==> config.mk <==
export PLATFORM = sky130hd
export DESIGN_NAME = ext_irq_priority_logic
export DESIGN_NICKNAME = d
export VERILOG_FILES = /design/src/design/ext_irq_pkg.sv /design/src/design/ext_irq_detect.sv /design/src/design/irq_priority_pick.sv /design/src/design/ext_irq_priority_logic.sv
export SDC_FILE = /design/constraint.sdc
export NUM_CORES = 1
export LEC_CHECK = 0
export BUFFER_PORTS_ARGS = -buffer_cell sky130_fd_sc_hd__buf_2
export CAP_MARGIN = 20
export CORE_UTILIZATION = 52
export DETAILED_ROUTE_END_ITERATION = 16
export PLACE_DENSITY = 0.84
export SYNTH_ARGS = -nofsm -noshare
export SYNTH_HDL_FRONTEND = slang
export SYNTH_SLANG_ARGS = --single-unit
==> constraint.sdc <==
create_clock -name mclk -period 3.75 [get_ports mclk]
set_input_delay 0.375 -clock mclk [delete_from_list [all_inputs] [get_ports mclk]]
set_output_delay 0.375 -clock mclk [all_outputs]
set_load 0.005 [all_outputs]
==> src/design/ext_irq_pkg.sv <==
// Constants, carriers and shared helpers for the extended interrupt priority logic
// Function
// - Bit 5 of extended_priority_one at 0xF3 makes the comparator interrupt high priority.
// - Bit 4 of extended_priority_one makes the counter array interrupt high priority.
// - Bit 3 of extended_priority_one makes the conversion-complete interrupt high priority.
// - Bit 2 of extended_priority_one makes the window-compare interrupt high priority.
// - Bit 1 of extended_priority_one makes the port match interrupt high priority.
// - Bit 0 of extended_priority_one makes the two-wire bus interrupt high priority.
// - Bit 1 of extended_priority_two at 0xF4 makes capsense threshold interrupt high.
// - Bit 0 of extended_priority_two sets capsense done priority; bits 7:2 read-only.
// - Each external input has its own polarity bit in the configuration register.
// - Each external input has its own edge/level bit in the timer control register.
// - Edge bit 1 means edge, 0 level; polarity 1 active high, 0 low.
// - External inputs only sample their selected pins and never drive them.
// - Pending flags sit at bits 1 and 3 of the timer control register.
// - In edge mode the pending flag clears when the CPU vectors to it.
// - In level mode the pending flag reads 1 while the input is active.
// - In level mode the pending flag reads 0 while inactive, nothing latched.
// - Three-bit pin select per input; codes 000..111 pick port 0 pins 0..7.
// - Polarity of the second input is bit 7 of the configuration register.
package ext_irq_pkg;

	// ----------------------------------------------------------------
	// Register addresses
	// ----------------------------------------------------------------
	localparam logic [7:0] ADDR_PRIO_ONE = 8'hf3;
	localparam logic [7:0] ADDR_PRIO_TWO = 8'hf4;
	localparam logic [7:0] ADDR_EXT_CFG = 8'he4;
	localparam logic [7:0] ADDR_TIMER_CTRL = 8'h88;

	// ----------------------------------------------------------------
	// Reset values
	// ----------------------------------------------------------------
	localparam logic [5:0] RST_PRIO_ONE = 6'h00;
	localparam logic [1:0] RST_PRIO_TWO = 2'h0;
	localparam logic [7:0] RST_EXT_CFG = 8'h01;
	localparam logic [7:0] RST_RDATA = 8'h00;

	// ----------------------------------------------------------------
	// Field positions
	// ----------------------------------------------------------------
	localparam int CFG_A_SEL_LSB = 0;
	localparam int CFG_A_POL = 3;
	localparam int CFG_B_SEL_LSB = 4;
	localparam int CFG_B_POL = 7;
	localparam int TC_A_EDGE = 0;
	localparam int TC_A_PEND = 1;
	localparam int TC_B_EDGE = 2;
	localparam int TC_B_PEND = 3;

	// ----------------------------------------------------------------
	// Source identifiers; lower index wins inside one level
	// ----------------------------------------------------------------
	localparam int NUM_SRC = 10;
	localparam logic [3:0] ID_EXT_A = 4'h0;
	localparam logic [3:0] ID_EXT_B = 4'h1;
	localparam logic [3:0] ID_NONE = 4'hf;

	typedef struct packed {
		logic [7:0] addr;
		logic [7:0] wdata;
		logic wr;
		logic rd;
	} sfr_req_t;

	typedef struct packed {
		logic req;
		logic high;
		logic [3:0] id;
	} irq_out_t;

	function automatic logic [3:0] first_set(input logic [NUM_SRC-1:0] v);
		logic [3:0] r;
		r = ID_NONE;
		for (int i = NUM_SRC - 1; i >= 0; i--) begin
			if (v[i]) begin
				r = 4'(i);
			end
		end
		return r;
	endfunction

endpackage

==> src/design/ext_irq_detect.sv <==
// Polarity, edge/level detection and pending flag for one external interrupt input
`timescale 1ns/10ps
`default_nettype none
module ext_irq_detect
	import ext_irq_pkg::*;
(
	input wire logic mclk,
	input wire logic nrst,
	input wire logic pin,
	input wire logic polarity,
	input wire logic edge_mode,
	input wire logic hw_clear,
	input wire logic sw_wr,
	input wire logic sw_val,
	output logic pending
);

	logic active;
	logic prev_active;
	logic rise;

	assign active = polarity ? pin : ~pin;
	assign rise = active & ~prev_active;

	// Reset to active so a pin already asserted at reset gives no false edge
	always_ff @(posedge mclk or negedge nrst) begin
		if (!nrst) begin
			prev_active <= 1'b1;
		end else begin
			prev_active <= active;
		end
	end

	// ----------------------------------------------------------------
	// Pending flag; a new edge beats any clear in the same cycle
	// ----------------------------------------------------------------
	always_ff @(posedge mclk or negedge nrst) begin
		if (!nrst) begin
			pending <= 1'b0;
		end else if (!edge_mode) begin
			pending <= active;
		end else if (rise) begin
			pending <= 1'b1;
		end else if (hw_clear) begin
			pending <= 1'b0;
		end else if (sw_wr) begin
			pending <= sw_val;
		end
	end
endmodule
`default_nettype wire

==> src/design/irq_priority_pick.sv <==
// Picks the first pending source of each priority level
`timescale 1ns/10ps
`default_nettype none
module irq_priority_pick
	import ext_irq_pkg::*;
(
	input wire logic [NUM_SRC-1:0] req,
	input wire logic [NUM_SRC-1:0] prio_high,
	output logic found_high,
	output logic found_low,
	output logic [3:0] id_high,
	output logic [3:0] id_low
);

	logic [NUM_SRC-1:0] req_high;
	logic [NUM_SRC-1:0] req_low;

	assign req_high = req & prio_high;
	assign req_low = req & ~prio_high;
	assign found_high = |req_high;
	assign found_low = |req_low;
	assign id_high = first_set(req_high);
	assign id_low = first_set(req_low);

endmodule
`default_nettype wire

==> src/design/ext_irq_priority_logic.sv <==
// Extended priority registers, external interrupt inputs and two-level request arbitration
`timescale 1ns/10ps
`default_nettype none
module ext_irq_priority_logic
	import ext_irq_pkg::*;
(
	input wire logic mclk,
	input wire logic nrst,
	input wire sfr_req_t sfr,
	output logic [7:0] sfr_rdata,
	input wire logic [7:0] port0_pins,
	input wire logic [7:0] periph_req,
	input wire logic [1:0] ext_base_prio,
	input wire logic cpu_ack,
	input wire logic cpu_reti,
	output irq_out_t irq_out
);

	// ----------------------------------------------------------------
	// Register state
	// ----------------------------------------------------------------
	logic [5:0] extended_priority_one;
	logic [1:0] extended_priority_two;
	logic [7:0] ext_irq_config_reg;
	logic ext_irq_a_edge_mode;
	logic ext_irq_b_edge_mode;
	logic ext_irq_a_pending;
	logic ext_irq_b_pending;
	logic hi_in_service;
	logic lo_in_service;

	logic wr_prio_one;
	logic wr_prio_two;
	logic wr_cfg;
	logic wr_tc;
	logic ext_irq_a_polarity;
	logic ext_irq_b_polarity;
	logic [2:0] ext_irq_a_pin_select;
	logic [2:0] ext_irq_b_pin_select;
	logic pin_a;
	logic pin_b;
	logic taken;
	logic clear_a;
	logic clear_b;

	assign wr_prio_one = sfr.wr && (sfr.addr == ADDR_PRIO_ONE);
	assign wr_prio_two = sfr.wr && (sfr.addr == ADDR_PRIO_TWO);
	assign wr_cfg = sfr.wr && (sfr.addr == ADDR_EXT_CFG);
	assign wr_tc = sfr.wr && (sfr.addr == ADDR_TIMER_CTRL);

	always_ff @(posedge mclk or negedge nrst) begin
		if (!nrst) begin
			extended_priority_one <= RST_PRIO_ONE;
		end else if (wr_prio_one) begin
			// Bits 7:6 are write-zero reserved and not stored
			extended_priority_one <= sfr.wdata[5:0];
		end
	end

	always_ff @(posedge mclk or negedge nrst) begin
		if (!nrst) begin
			extended_priority_two <= RST_PRIO_TWO;
		end else if (wr_prio_two) begin
			extended_priority_two <= sfr.wdata[1:0];
		end
	end

	always_ff @(posedge mclk or negedge nrst) begin
		if (!nrst) begin
			ext_irq_config_reg <= RST_EXT_CFG;
		end else if (wr_cfg) begin
			ext_irq_config_reg <= sfr.wdata;
		end
	end

	always_ff @(posedge mclk or negedge nrst) begin
		if (!nrst) begin
			ext_irq_a_edge_mode <= 1'b0;
			ext_irq_b_edge_mode <= 1'b0;
		end else if (wr_tc) begin
			ext_irq_a_edge_mode <= sfr.wdata[TC_A_EDGE];
			ext_irq_b_edge_mode <= sfr.wdata[TC_B_EDGE];
		end
	end

	// ----------------------------------------------------------------
	// Pin selection and detection
	// ----------------------------------------------------------------
	assign ext_irq_a_polarity = ext_irq_config_reg[CFG_A_POL];
	assign ext_irq_b_polarity = ext_irq_config_reg[CFG_B_POL];
	assign ext_irq_a_pin_select = ext_irq_config_reg[CFG_A_SEL_LSB +: 3];
	assign ext_irq_b_pin_select = ext_irq_config_reg[CFG_B_SEL_LSB +: 3];
	// Pins are only read, so any crossbar peripheral on them is undisturbed
	assign pin_a = port0_pins[ext_irq_a_pin_select];
	assign pin_b = port0_pins[ext_irq_b_pin_select];

	assign taken = cpu_ack && irq_out.req;
	assign clear_a = taken && (irq_out.id == ID_EXT_A);
	assign clear_b = taken && (irq_out.id == ID_EXT_B);

	ext_irq_detect u_detect_a (
		.mclk(mclk),
		.nrst(nrst),
		.pin(pin_a),
		.polarity(ext_irq_a_polarity),
		.edge_mode(ext_irq_a_edge_mode),
		.hw_clear(clear_a),
		.sw_wr(wr_tc),
		.sw_val(sfr.wdata[TC_A_PEND]),
		.pending(ext_irq_a_pending)
	);

	ext_irq_detect u_detect_b (
		.mclk(mclk),
		.nrst(nrst),
		.pin(pin_b),
		.polarity(ext_irq_b_polarity),
		.edge_mode(ext_irq_b_edge_mode),
		.hw_clear(clear_b),
		.sw_wr(wr_tc),
		.sw_val(sfr.wdata[TC_B_PEND]),
		.pending(ext_irq_b_pending)
	);

	// ----------------------------------------------------------------
	// Register read; unmapped addresses and reserved bits read zero
	// ----------------------------------------------------------------
	always_ff @(posedge mclk or negedge nrst) begin
		if (!nrst) begin
			sfr_rdata <= RST_RDATA;
		end else if (sfr.rd) begin
			unique case (sfr.addr)
				ADDR_PRIO_ONE: sfr_rdata <= {2'h0, extended_priority_one};
				ADDR_PRIO_TWO: sfr_rdata <= {6'h00, extended_priority_two};
				ADDR_EXT_CFG: sfr_rdata <= ext_irq_config_reg;
				ADDR_TIMER_CTRL: sfr_rdata <= {4'h0, ext_irq_b_pending, ext_irq_b_edge_mode,
					ext_irq_a_pending, ext_irq_a_edge_mode};
				default: sfr_rdata <= RST_RDATA;
			endcase
		end
	end

	// ----------------------------------------------------------------
	// Arbitration
	// ----------------------------------------------------------------
	logic [NUM_SRC-1:0] all_req;
	logic [NUM_SRC-1:0] all_prio;
	logic found_high;
	logic found_low;
	logic [3:0] id_high;
	logic [3:0] id_low;

	assign all_req = {periph_req, ext_irq_b_pending, ext_irq_a_pending};
	assign all_prio = {extended_priority_two, extended_priority_one, ext_base_prio};

	irq_priority_pick u_pick (
		.req(all_req),
		.prio_high(all_prio),
		.found_high(found_high),
		.found_low(found_low),
		.id_high(id_high),
		.id_low(id_low)
	);

	// Nesting is two deep at most, so two flags replace a level stack
	always_ff @(posedge mclk or negedge nrst) begin
		if (!nrst) begin
			hi_in_service <= 1'b0;
			lo_in_service <= 1'b0;
		end else if (taken) begin
			if (irq_out.high) begin
				hi_in_service <= 1'b1;
			end else begin
				lo_in_service <= 1'b1;
			end
		end else if (cpu_reti) begin
			if (hi_in_service) begin
				hi_in_service <= 1'b0;
			end else begin
				lo_in_service <= 1'b0;
			end
		end
	end

	// Request drops the cycle after the ack so a cleared flag is not offered twice
	always_ff @(posedge mclk or negedge nrst) begin
		if (!nrst) begin
			irq_out <= '{req: 1'b0, high: 1'b0, id: ID_NONE};
		end else if (taken) begin
			irq_out <= '{req: 1'b0, high: 1'b0, id: ID_NONE};
		end else if (found_high && !hi_in_service) begin
			irq_out <= '{req: 1'b1, high: 1'b1, id: id_high};
		end else if (found_low && !hi_in_service && !lo_in_service) begin
			irq_out <= '{req: 1'b1, high: 1'b0, id: id_low};
		end else begin
			irq_out <= '{req: 1'b0, high: 1'b0, id: ID_NONE};
		end
	end
endmodule
`default_nettype wire

==> qor.csv, run 1 <==
stage,metric,value,unit
global_route,initial antenna violation count,0,
drt,Via density,5.97,
run_status,outcome,"finished, final reports clean",
global_route,number of global-route vias before repair,1685,
setup_path,CP arrival,2.28,ns
floorplan,Die X-Extent,64.7,µm
cts,Num CTS Buffers,5,
layout,n_diodes,0,
global_route,global-route wire length before repair,7750,µm
timing,Worst Tran Pin Value,0.828,ns
synth,XOR/XNOR share of the synthesized area,0.856,%
setup_path,R2R Setup Slk,1.63,ns
drt,Highest Signal Layer,met4,
synth,synth cell count leaders,"31 x dfrtp_1, 18 x mux2_2, 18 x nand2_1",
synth,largest family of logic cells by synthesized area,simple AND/OR/NAND/NOR gates,
synth,sequential-to-total area share from yosys stat,46.9,%
setup_path,crit path launch type,register,
timing,Worst Skew,0.00577,ns
synth,Syn Area/Cell,11.2,µm²
power_and_ir_drop,VDD IR max,0.215,mV
timing,Slew HR,44.1,%
synth,Post-synth EDFFs,0,
global_route,largest net degree at the start of global routing,39,
placement,IO Port Bufs,53,
synth,async set-reset flop share out of synthesis,100,%
floorplan,row cnt,22,
cts,TritonCTS clock tree,done,
drt,WL/cell,16.3,µm
synth,"top cells by area, synth","dfrtp_1 38%, mux2_2 9.9%, dfstp_2 9.0%",
power_and_ir_drop,Pwr Density,418,nW/µm²
hold_path,worst min path class,in2async,
setup_path,worst r2r path cells,5,
setup_path,CP required,3.92,ns
timing,worst setup margin,1.63,ns
layout,layout cells sized above 1,40.3,%
cts,Worst-path clk slew,0.07,ns
synth,Synth Area in Simple Gates,17.6,%
floorplan,Core ar.,3720,µm²
setup_path,Worst Path Max Fanout,10,
drt,Metal-1 WL,2060,µm
floorplan,initial core utilization,55.1,%
setup_path,crit path cell chain,a22o_1 > nor4_2 > a21oi_1 > and3_1 > o41ai_1,
drt,Detail Route met2 WL,2320,µm
run,max-cap check violation count,0,
drt,ANT nets after route,0,
synth,"Top FF cell, synth",dfrtp_1,
global_route,Total GRT Usage,24.6,%
cts,Post-CTS Setup Inserts,0,
floorplan,DIE AREA,4190,µm²
cts,Post-CTS Hold Fix Bufs,0,
cts,Num Clock Sinks,38,
synth,Yosys warnings,0,
timing,RSZ-0062 raised after global routing,no,
global_route,grt ovf,0,
cts,CTS H-tree lvls,2,
synth,Synth cell types,47,
placement,post-DP HPWL,3660,µm
timing,Max Freq,472,MHz
cts,clk_lat worst skew,0.29,ns
floorplan,die span in y,64.7,µm
synth,top cell type by total area after synthesis,dfrtp_1,
synth,Mapped Area,2050,µm²
timing,hold violation total from the final report,0,
timing,period utilization,56.5,%
setup_path,slowest stage cell on the critical path,dfrtp_1,
synth,most common cell in the netlist,dfrtp_1,
drt,via count,1738,
layout,Nets,282,
power_and_ir_drop,P_leak,1.11,nW
setup_path,RR Startpoint,u_detect_b.pending,
setup_path,Crit. End Element,register,
floorplan,Ports,54,
setup_path,crit path from,u_detect_b.pending,
synth,Syn Inst Count,183,
cts,CTS Buffer Depth,2,
drt,Initial DRC Count,117,
timing,Slew Limit Fails,0,
placement,pre-CTS setup slack,1.55,ns
setup_path,CP max stage delay,0.43,ns
drt,first-pass detailed-route iteration total,4,
synth,post-synthesis register bit count,38,
cts,Root Driver,clkbuf_8,
timing,Period minus WS final,2.12,ns
synth,Yosys top cell area share,37.9,%
setup_path,worst r2r dst,irq_out[0],
layout,fillers,314,
drt,Routed WL,4740,µm
layout,area added between synthesis and finish,19.6,%
setup_path,CP Class,reg2reg,
synth,mux contribution to synthesized area,16.4,%
drt,DRC,0,
synth,Adder-Cell Fraction of Synth Area,0,%
placement,global placer's final weighted congestion,0.880,
synth,post-synthesis compound-gate area fraction,16.6,%
synth,Post-Syn Nets,223,
drt,met3 WL post-DR,253,µm
timing,Setup Viol. Count Final,0,
cts,# resized after CTS,0,
timing,setup TNS,0,ns
[logic make-up (layout without fill, tap and decap cells)]
| family | count (synthesis) | after routing |
|---|---|---|
| xor+xnor | 2 | 2 |
| flops | 38 | 38 |
| buf+inv | 9 | 69 |
| mux | 26 | 26 |
| compound gates | 46 | 46 |
| simple gates | 62 | 62 |
[per-layer routing]
metal | vias to the layer above | track usage, %
met3 | 14 | 5.99
met4 | 0 | 10.3
met1 | 849 | 31.3
met5 | - | 0
li1 | 810 | -
met2 | 65 | 39.8
[critical path: cells and delay by family (launching register included)]
| kind | cells | cell delay (ns) |
|---|---|---|
| compound gates | 3 | 0.96 |
| simple gates | 2 | 0.60 |
| flops | 1 | 0.43 |
[power breakdown]
group	internal (mW)	switching, mW	leakage (nW)	total [mW]
Clock	0.132	0.130	0.0395	0.262
Sequential	0.487	0.0464	0.490	0.533
Combinational	0.109	0.118	0.581	0.228
Total	0.728	0.294	1.11	1.02
[stage by stage]
stage                     area (µm²)  std cells  util (%)  power, mW  hold WS [ns]
after floorplan                 2050        183         -      0.661        0.0794
after global placement          2370        283      63.7      0.756         0.476
after detailed placement        2370        283      63.7      0.764         0.470
after CTS                       2450        291      65.9       1.03         0.207
after global routing            2450        291      65.9       1.09         0.246
final                           2450        291      65.9       1.02         0.178
[how the worst max path moves through the flow]
stage                          to  slack (ns)  cells past startpoint
4_1_cts                irq_out[0]        1.67                      5
6_report               irq_out[0]        1.63                      5
2_1_floorplan  u_detect_a.pending        1.81                      5
3_3_place_gp   u_detect_a.pending        1.58                      6
3_5_place_dp   u_detect_a.pending        1.55                      6
5_1_grt                irq_out[0]        1.46                      5
[area by class of cell]
| cell class | instances | area [µm²] | share of cell area, % |
|---|---|---|---|
| sequential | 38 | 960 | 39.2 |
| timing repair buffer | 53 | 265 | 10.8 |
| tap | 48 | 60.1 | 2.45 |
| inverter | 8 | 30.0 | 1.23 |
| multi-input combinational | 136 | 1050 | 43.0 |
| clock buffer | 8 | 80.1 | 3.27 |
[placed cells by master (no fill, tap or decap), types with 4 or more instances in the layout]
cell type / count
nand2_1: 18
mux4_2: 4
a22oi_1: 4
dfrtp_1: 31
nor2_1: 8
buf_2: 53
mux2_2: 18
nand3_1: 4
dfstp_2: 7
nand2b_1: 10
a22o_1: 4
a21oi_1: 4
inv_1: 8
clkbuf_8: 5
o21ai_0: 9
(Power assumes the default switching activity.)
==> run 2: changes to the inputs <==
--- a/config.mk
+++ b/config.mk
@@ -7,9 +7,9 @@
 export LEC_CHECK = 0
 export BUFFER_PORTS_ARGS = -buffer_cell sky130_fd_sc_hd__buf_2
 export CAP_MARGIN = 20
-export CORE_UTILIZATION = 52
+export CORE_UTILIZATION = 47
 export DETAILED_ROUTE_END_ITERATION = 16
-export PLACE_DENSITY = 0.84
+export PLACE_DENSITY = 0.8
 export SYNTH_ARGS = -nofsm -noshare
 export SYNTH_HDL_FRONTEND = slang
 export SYNTH_SLANG_ARGS = --single-unit
==> constraint.sdc (replaced) <==
create_clock -name mclk -period 1.9 [get_ports mclk]
set_input_delay 0.19 -clock mclk [delete_from_list [all_inputs] [get_ports mclk]]
set_output_delay 0.19 -clock mclk [all_outputs]
set_load 0.005 [all_outputs]
==> run 2 against run 1 <==
Against the previous run:
- non-clock buffer count is 18 higher
- cell area rose by 7.8%
- utilization fell by 1.3 points
- die area is 10% higher
- setup slack got worse by 1.5 ns
==> qor.csv, run 2 (synthesis results as in run 1) <==
stage,metric,value,unit,change
layout,Final Util,64.5,%,was 65.9%
cts,Root Driver,clkbuf_8,,unchanged
drt,ANT nets after route,0,,unchanged
drt,WL/cell,16.1,µm,was 16.3 µm
drt,Routed WL,5020,µm,was 4740 µm
global_route,Total GRT Usage,24.4,%,was 24.6%
floorplan,Ports,54,,unchanged
setup_path,CP max stage delay,0.38,ns,was 0.43 ns
setup_path,worst r2r dst,irq_out[3],,was irq_out[0]
floorplan,row cnt,23,,was 22
floorplan,die span in y,68.0,µm,was 64.7 µm
setup_path,CP Class,reg2reg,,unchanged
timing,Worst Tran Pin Value,0.479,ns,was 0.828 ns
timing,Max Freq,559,MHz,was 472 MHz
layout,n_diodes,0,,unchanged
cts,Num CTS Buffers,5,,unchanged
setup_path,crit path from,u_detect_b.pending,,unchanged
placement,post-DP HPWL,3840,µm,was 3660 µm
layout,Nets,300,,was 282
cts,TritonCTS clock tree,done,,unchanged
drt,via count,1777,,"was 1,738"
global_route,global-route wire length before repair,7980,µm,was 7750 µm
setup_path,Worst Path Max Fanout,7,,was 10
global_route,initial antenna violation count,0,,unchanged
layout,layout cells sized above 1,46.0,%,was 40.3%
hold_path,worst min path class,in2reg,,was in2async
layout,area added between synthesis and finish,28.9,%,was 19.6%
drt,Via density,5.71,,was 5.97
floorplan,Core ar.,4090,µm²,was 3720 µm²
cts,Worst-path clk slew,0.07,ns,about the same
cts,Num Clock Sinks,38,,unchanged
global_route,number of global-route vias before repair,1731,,"was 1,685"
timing,setup TNS,0,ns,unchanged
timing,Worst Skew,0.00347,ns,was 0.00577 ns
drt,DRC,0,,unchanged
setup_path,slowest stage cell on the critical path,dfrtp_1,,unchanged
power_and_ir_drop,Total Power,2.20,mW,was 1.02 mW
power_and_ir_drop,VDD IR max,0.430,mV,was 0.215 mV
run,max-cap check violation count,0,,unchanged
drt,first-pass detailed-route iteration total,4,,unchanged
floorplan,DIE AREA,4620,µm²,was 4190 µm²
timing,Slew Limit Fails,0,,unchanged
global_route,grt ovf,0,,unchanged
timing,Slew HR,67.9,%,was 44.1%
setup_path,R2R Setup Slk,0.11,ns,was 1.63 ns
setup_path,crit path cell chain,a22o_1 > nor4_4 > a21oi_2 > buf_4 > o21a_1 > o311ai_0,,was a22o_1 > nor4_2 > a21oi_1 > and3_1 > o41ai_1
layout,"leading cell type in the layout, fill and taps excluded",buf_2,,unchanged
cts,Post-CTS Setup Inserts,0,,unchanged
cts,CTS H-tree lvls,2,,unchanged
run_status,outcome,"finished, final reports clean",,unchanged
drt,Initial DRC Count,76,,was 117
cts,CTS Buffer Depth,2,,unchanged
floorplan,Die X-Extent,68.0,µm,was 64.7 µm
timing,RSZ-0062 raised after global routing,no,,unchanged
setup_path,worst r2r path cells,6,,was 5
placement,IO Port Bufs,53,,unchanged
setup_path,CP endpoint,irq_out[3],,was irq_out[0]
timing,hold violation total from the final report,0,,unchanged
setup_path,CP required,2.09,ns,was 3.92 ns
setup_path,RR Startpoint,u_detect_b.pending,,unchanged
setup_path,CP arrival,1.98,ns,was 2.28 ns
timing,Period minus WS final,1.79,ns,was 2.12 ns
power_and_ir_drop,Pwr Density,833,nW/µm²,was 418 nW/µm²
timing,Fin Hold WS,0.123,ns,was 0.178 ns
timing,period utilization,94.2,%,was 56.5%
global_route,largest net degree at the start of global routing,39,,unchanged
floorplan,initial core utilization,50.1,%,was 55.1%
power_and_ir_drop,P_leak,1.23,nW,was 1.11 nW
timing,Setup Viol. Count Final,0,,unchanged
placement,global placer's final weighted congestion,0.888,,was 0.880
setup_path,Crit. End Element,register,,unchanged
layout,most frequent cells in the layout,"53 x buf_2, 31 x dfrtp_1, 18 x nand2_1, 18 x mux2_2, 17 x buf_4",,"was 53 x buf_2, 31 x dfrtp_1, 18 x nand2_1, 18 x mux2_2, 10 x nand2b_1"
setup_path,crit path launch type,register,,unchanged
cts,clk_lat worst skew,0.29,ns,about the same
==> run 2: report_power, final <==
group	total (mW)	switching [mW]	internal (mW)
combinational	0.510	0.254	0.257
clock	0.647	0.281	0.366
sequential	1.04	0.0784	0.960
==> run 2: worst min-delay path by stage <==
stage / slack (ns) / startpoint / end / cells past startpoint
after floorplan: -0.11 / nrst / ext_irq_a_edge_mode / 0
after global placement: 0.26 / nrst / irq_out[4] / 2
after detailed placement: 0.26 / nrst / irq_out[4] / 2
after CTS: 0.12 / sfr[8] / ext_irq_config_reg[6] / 2
after global routing: 0.13 / sfr[9] / ext_irq_config_reg[7] / 2
final: 0.12 / sfr[8] / ext_irq_config_reg[6] / 2
==> run 2: routing by layer <==
metal	track usage (%)	share of wire, %
met1	30.2	44
met2	40.2	50
met3	5.33	3.8
met4	12.0	2.3
met5	0	0
==> run 2: cell type report <==
type / instances / area (µm²)
Inverter: 8 / 30.0
Fill cell: 329 / 1450
Timing Repair Buffer: 71 / 403
Tap cell: 50 / 62.6
Sequential cell: 38 / 960
Multi-Input combinational cell: 136 / 1070
Clock buffer: 8 / 110
==> run 2: metrics by stage <==
| stage | setup WS [ns] | area, µm² | std cells |
|---|---|---|---|
| 6_report | 0.110 | 2640 | 311 |
| 5_1_grt | 0.00651 | 2640 | 311 |
| 4_1_cts | 0.0523 | 2620 | 311 |
| 3_5_place_dp | 0.0367 | 2500 | 302 |
| 3_3_place_gp | 0.0737 | 2500 | 302 |
| 2_1_floorplan | 0.138 | 2050 | 183 |
==> run 2: timing repair <==
action / 4_1_cts / 5_1_grt
endpoints found under the hold margin: 31 / 0
hold buffers: 1 / 0
gates resized for setup: 0 / 3
endpoints found under the setup margin: 0 / 4
==> run 2: critical path: cells and delay by family (launching register included) <==
family          cells  cell delay [ns]
simple gates        1             0.33
compound gates      4             0.81
buf+inv             1             0.18
flops               1             0.38
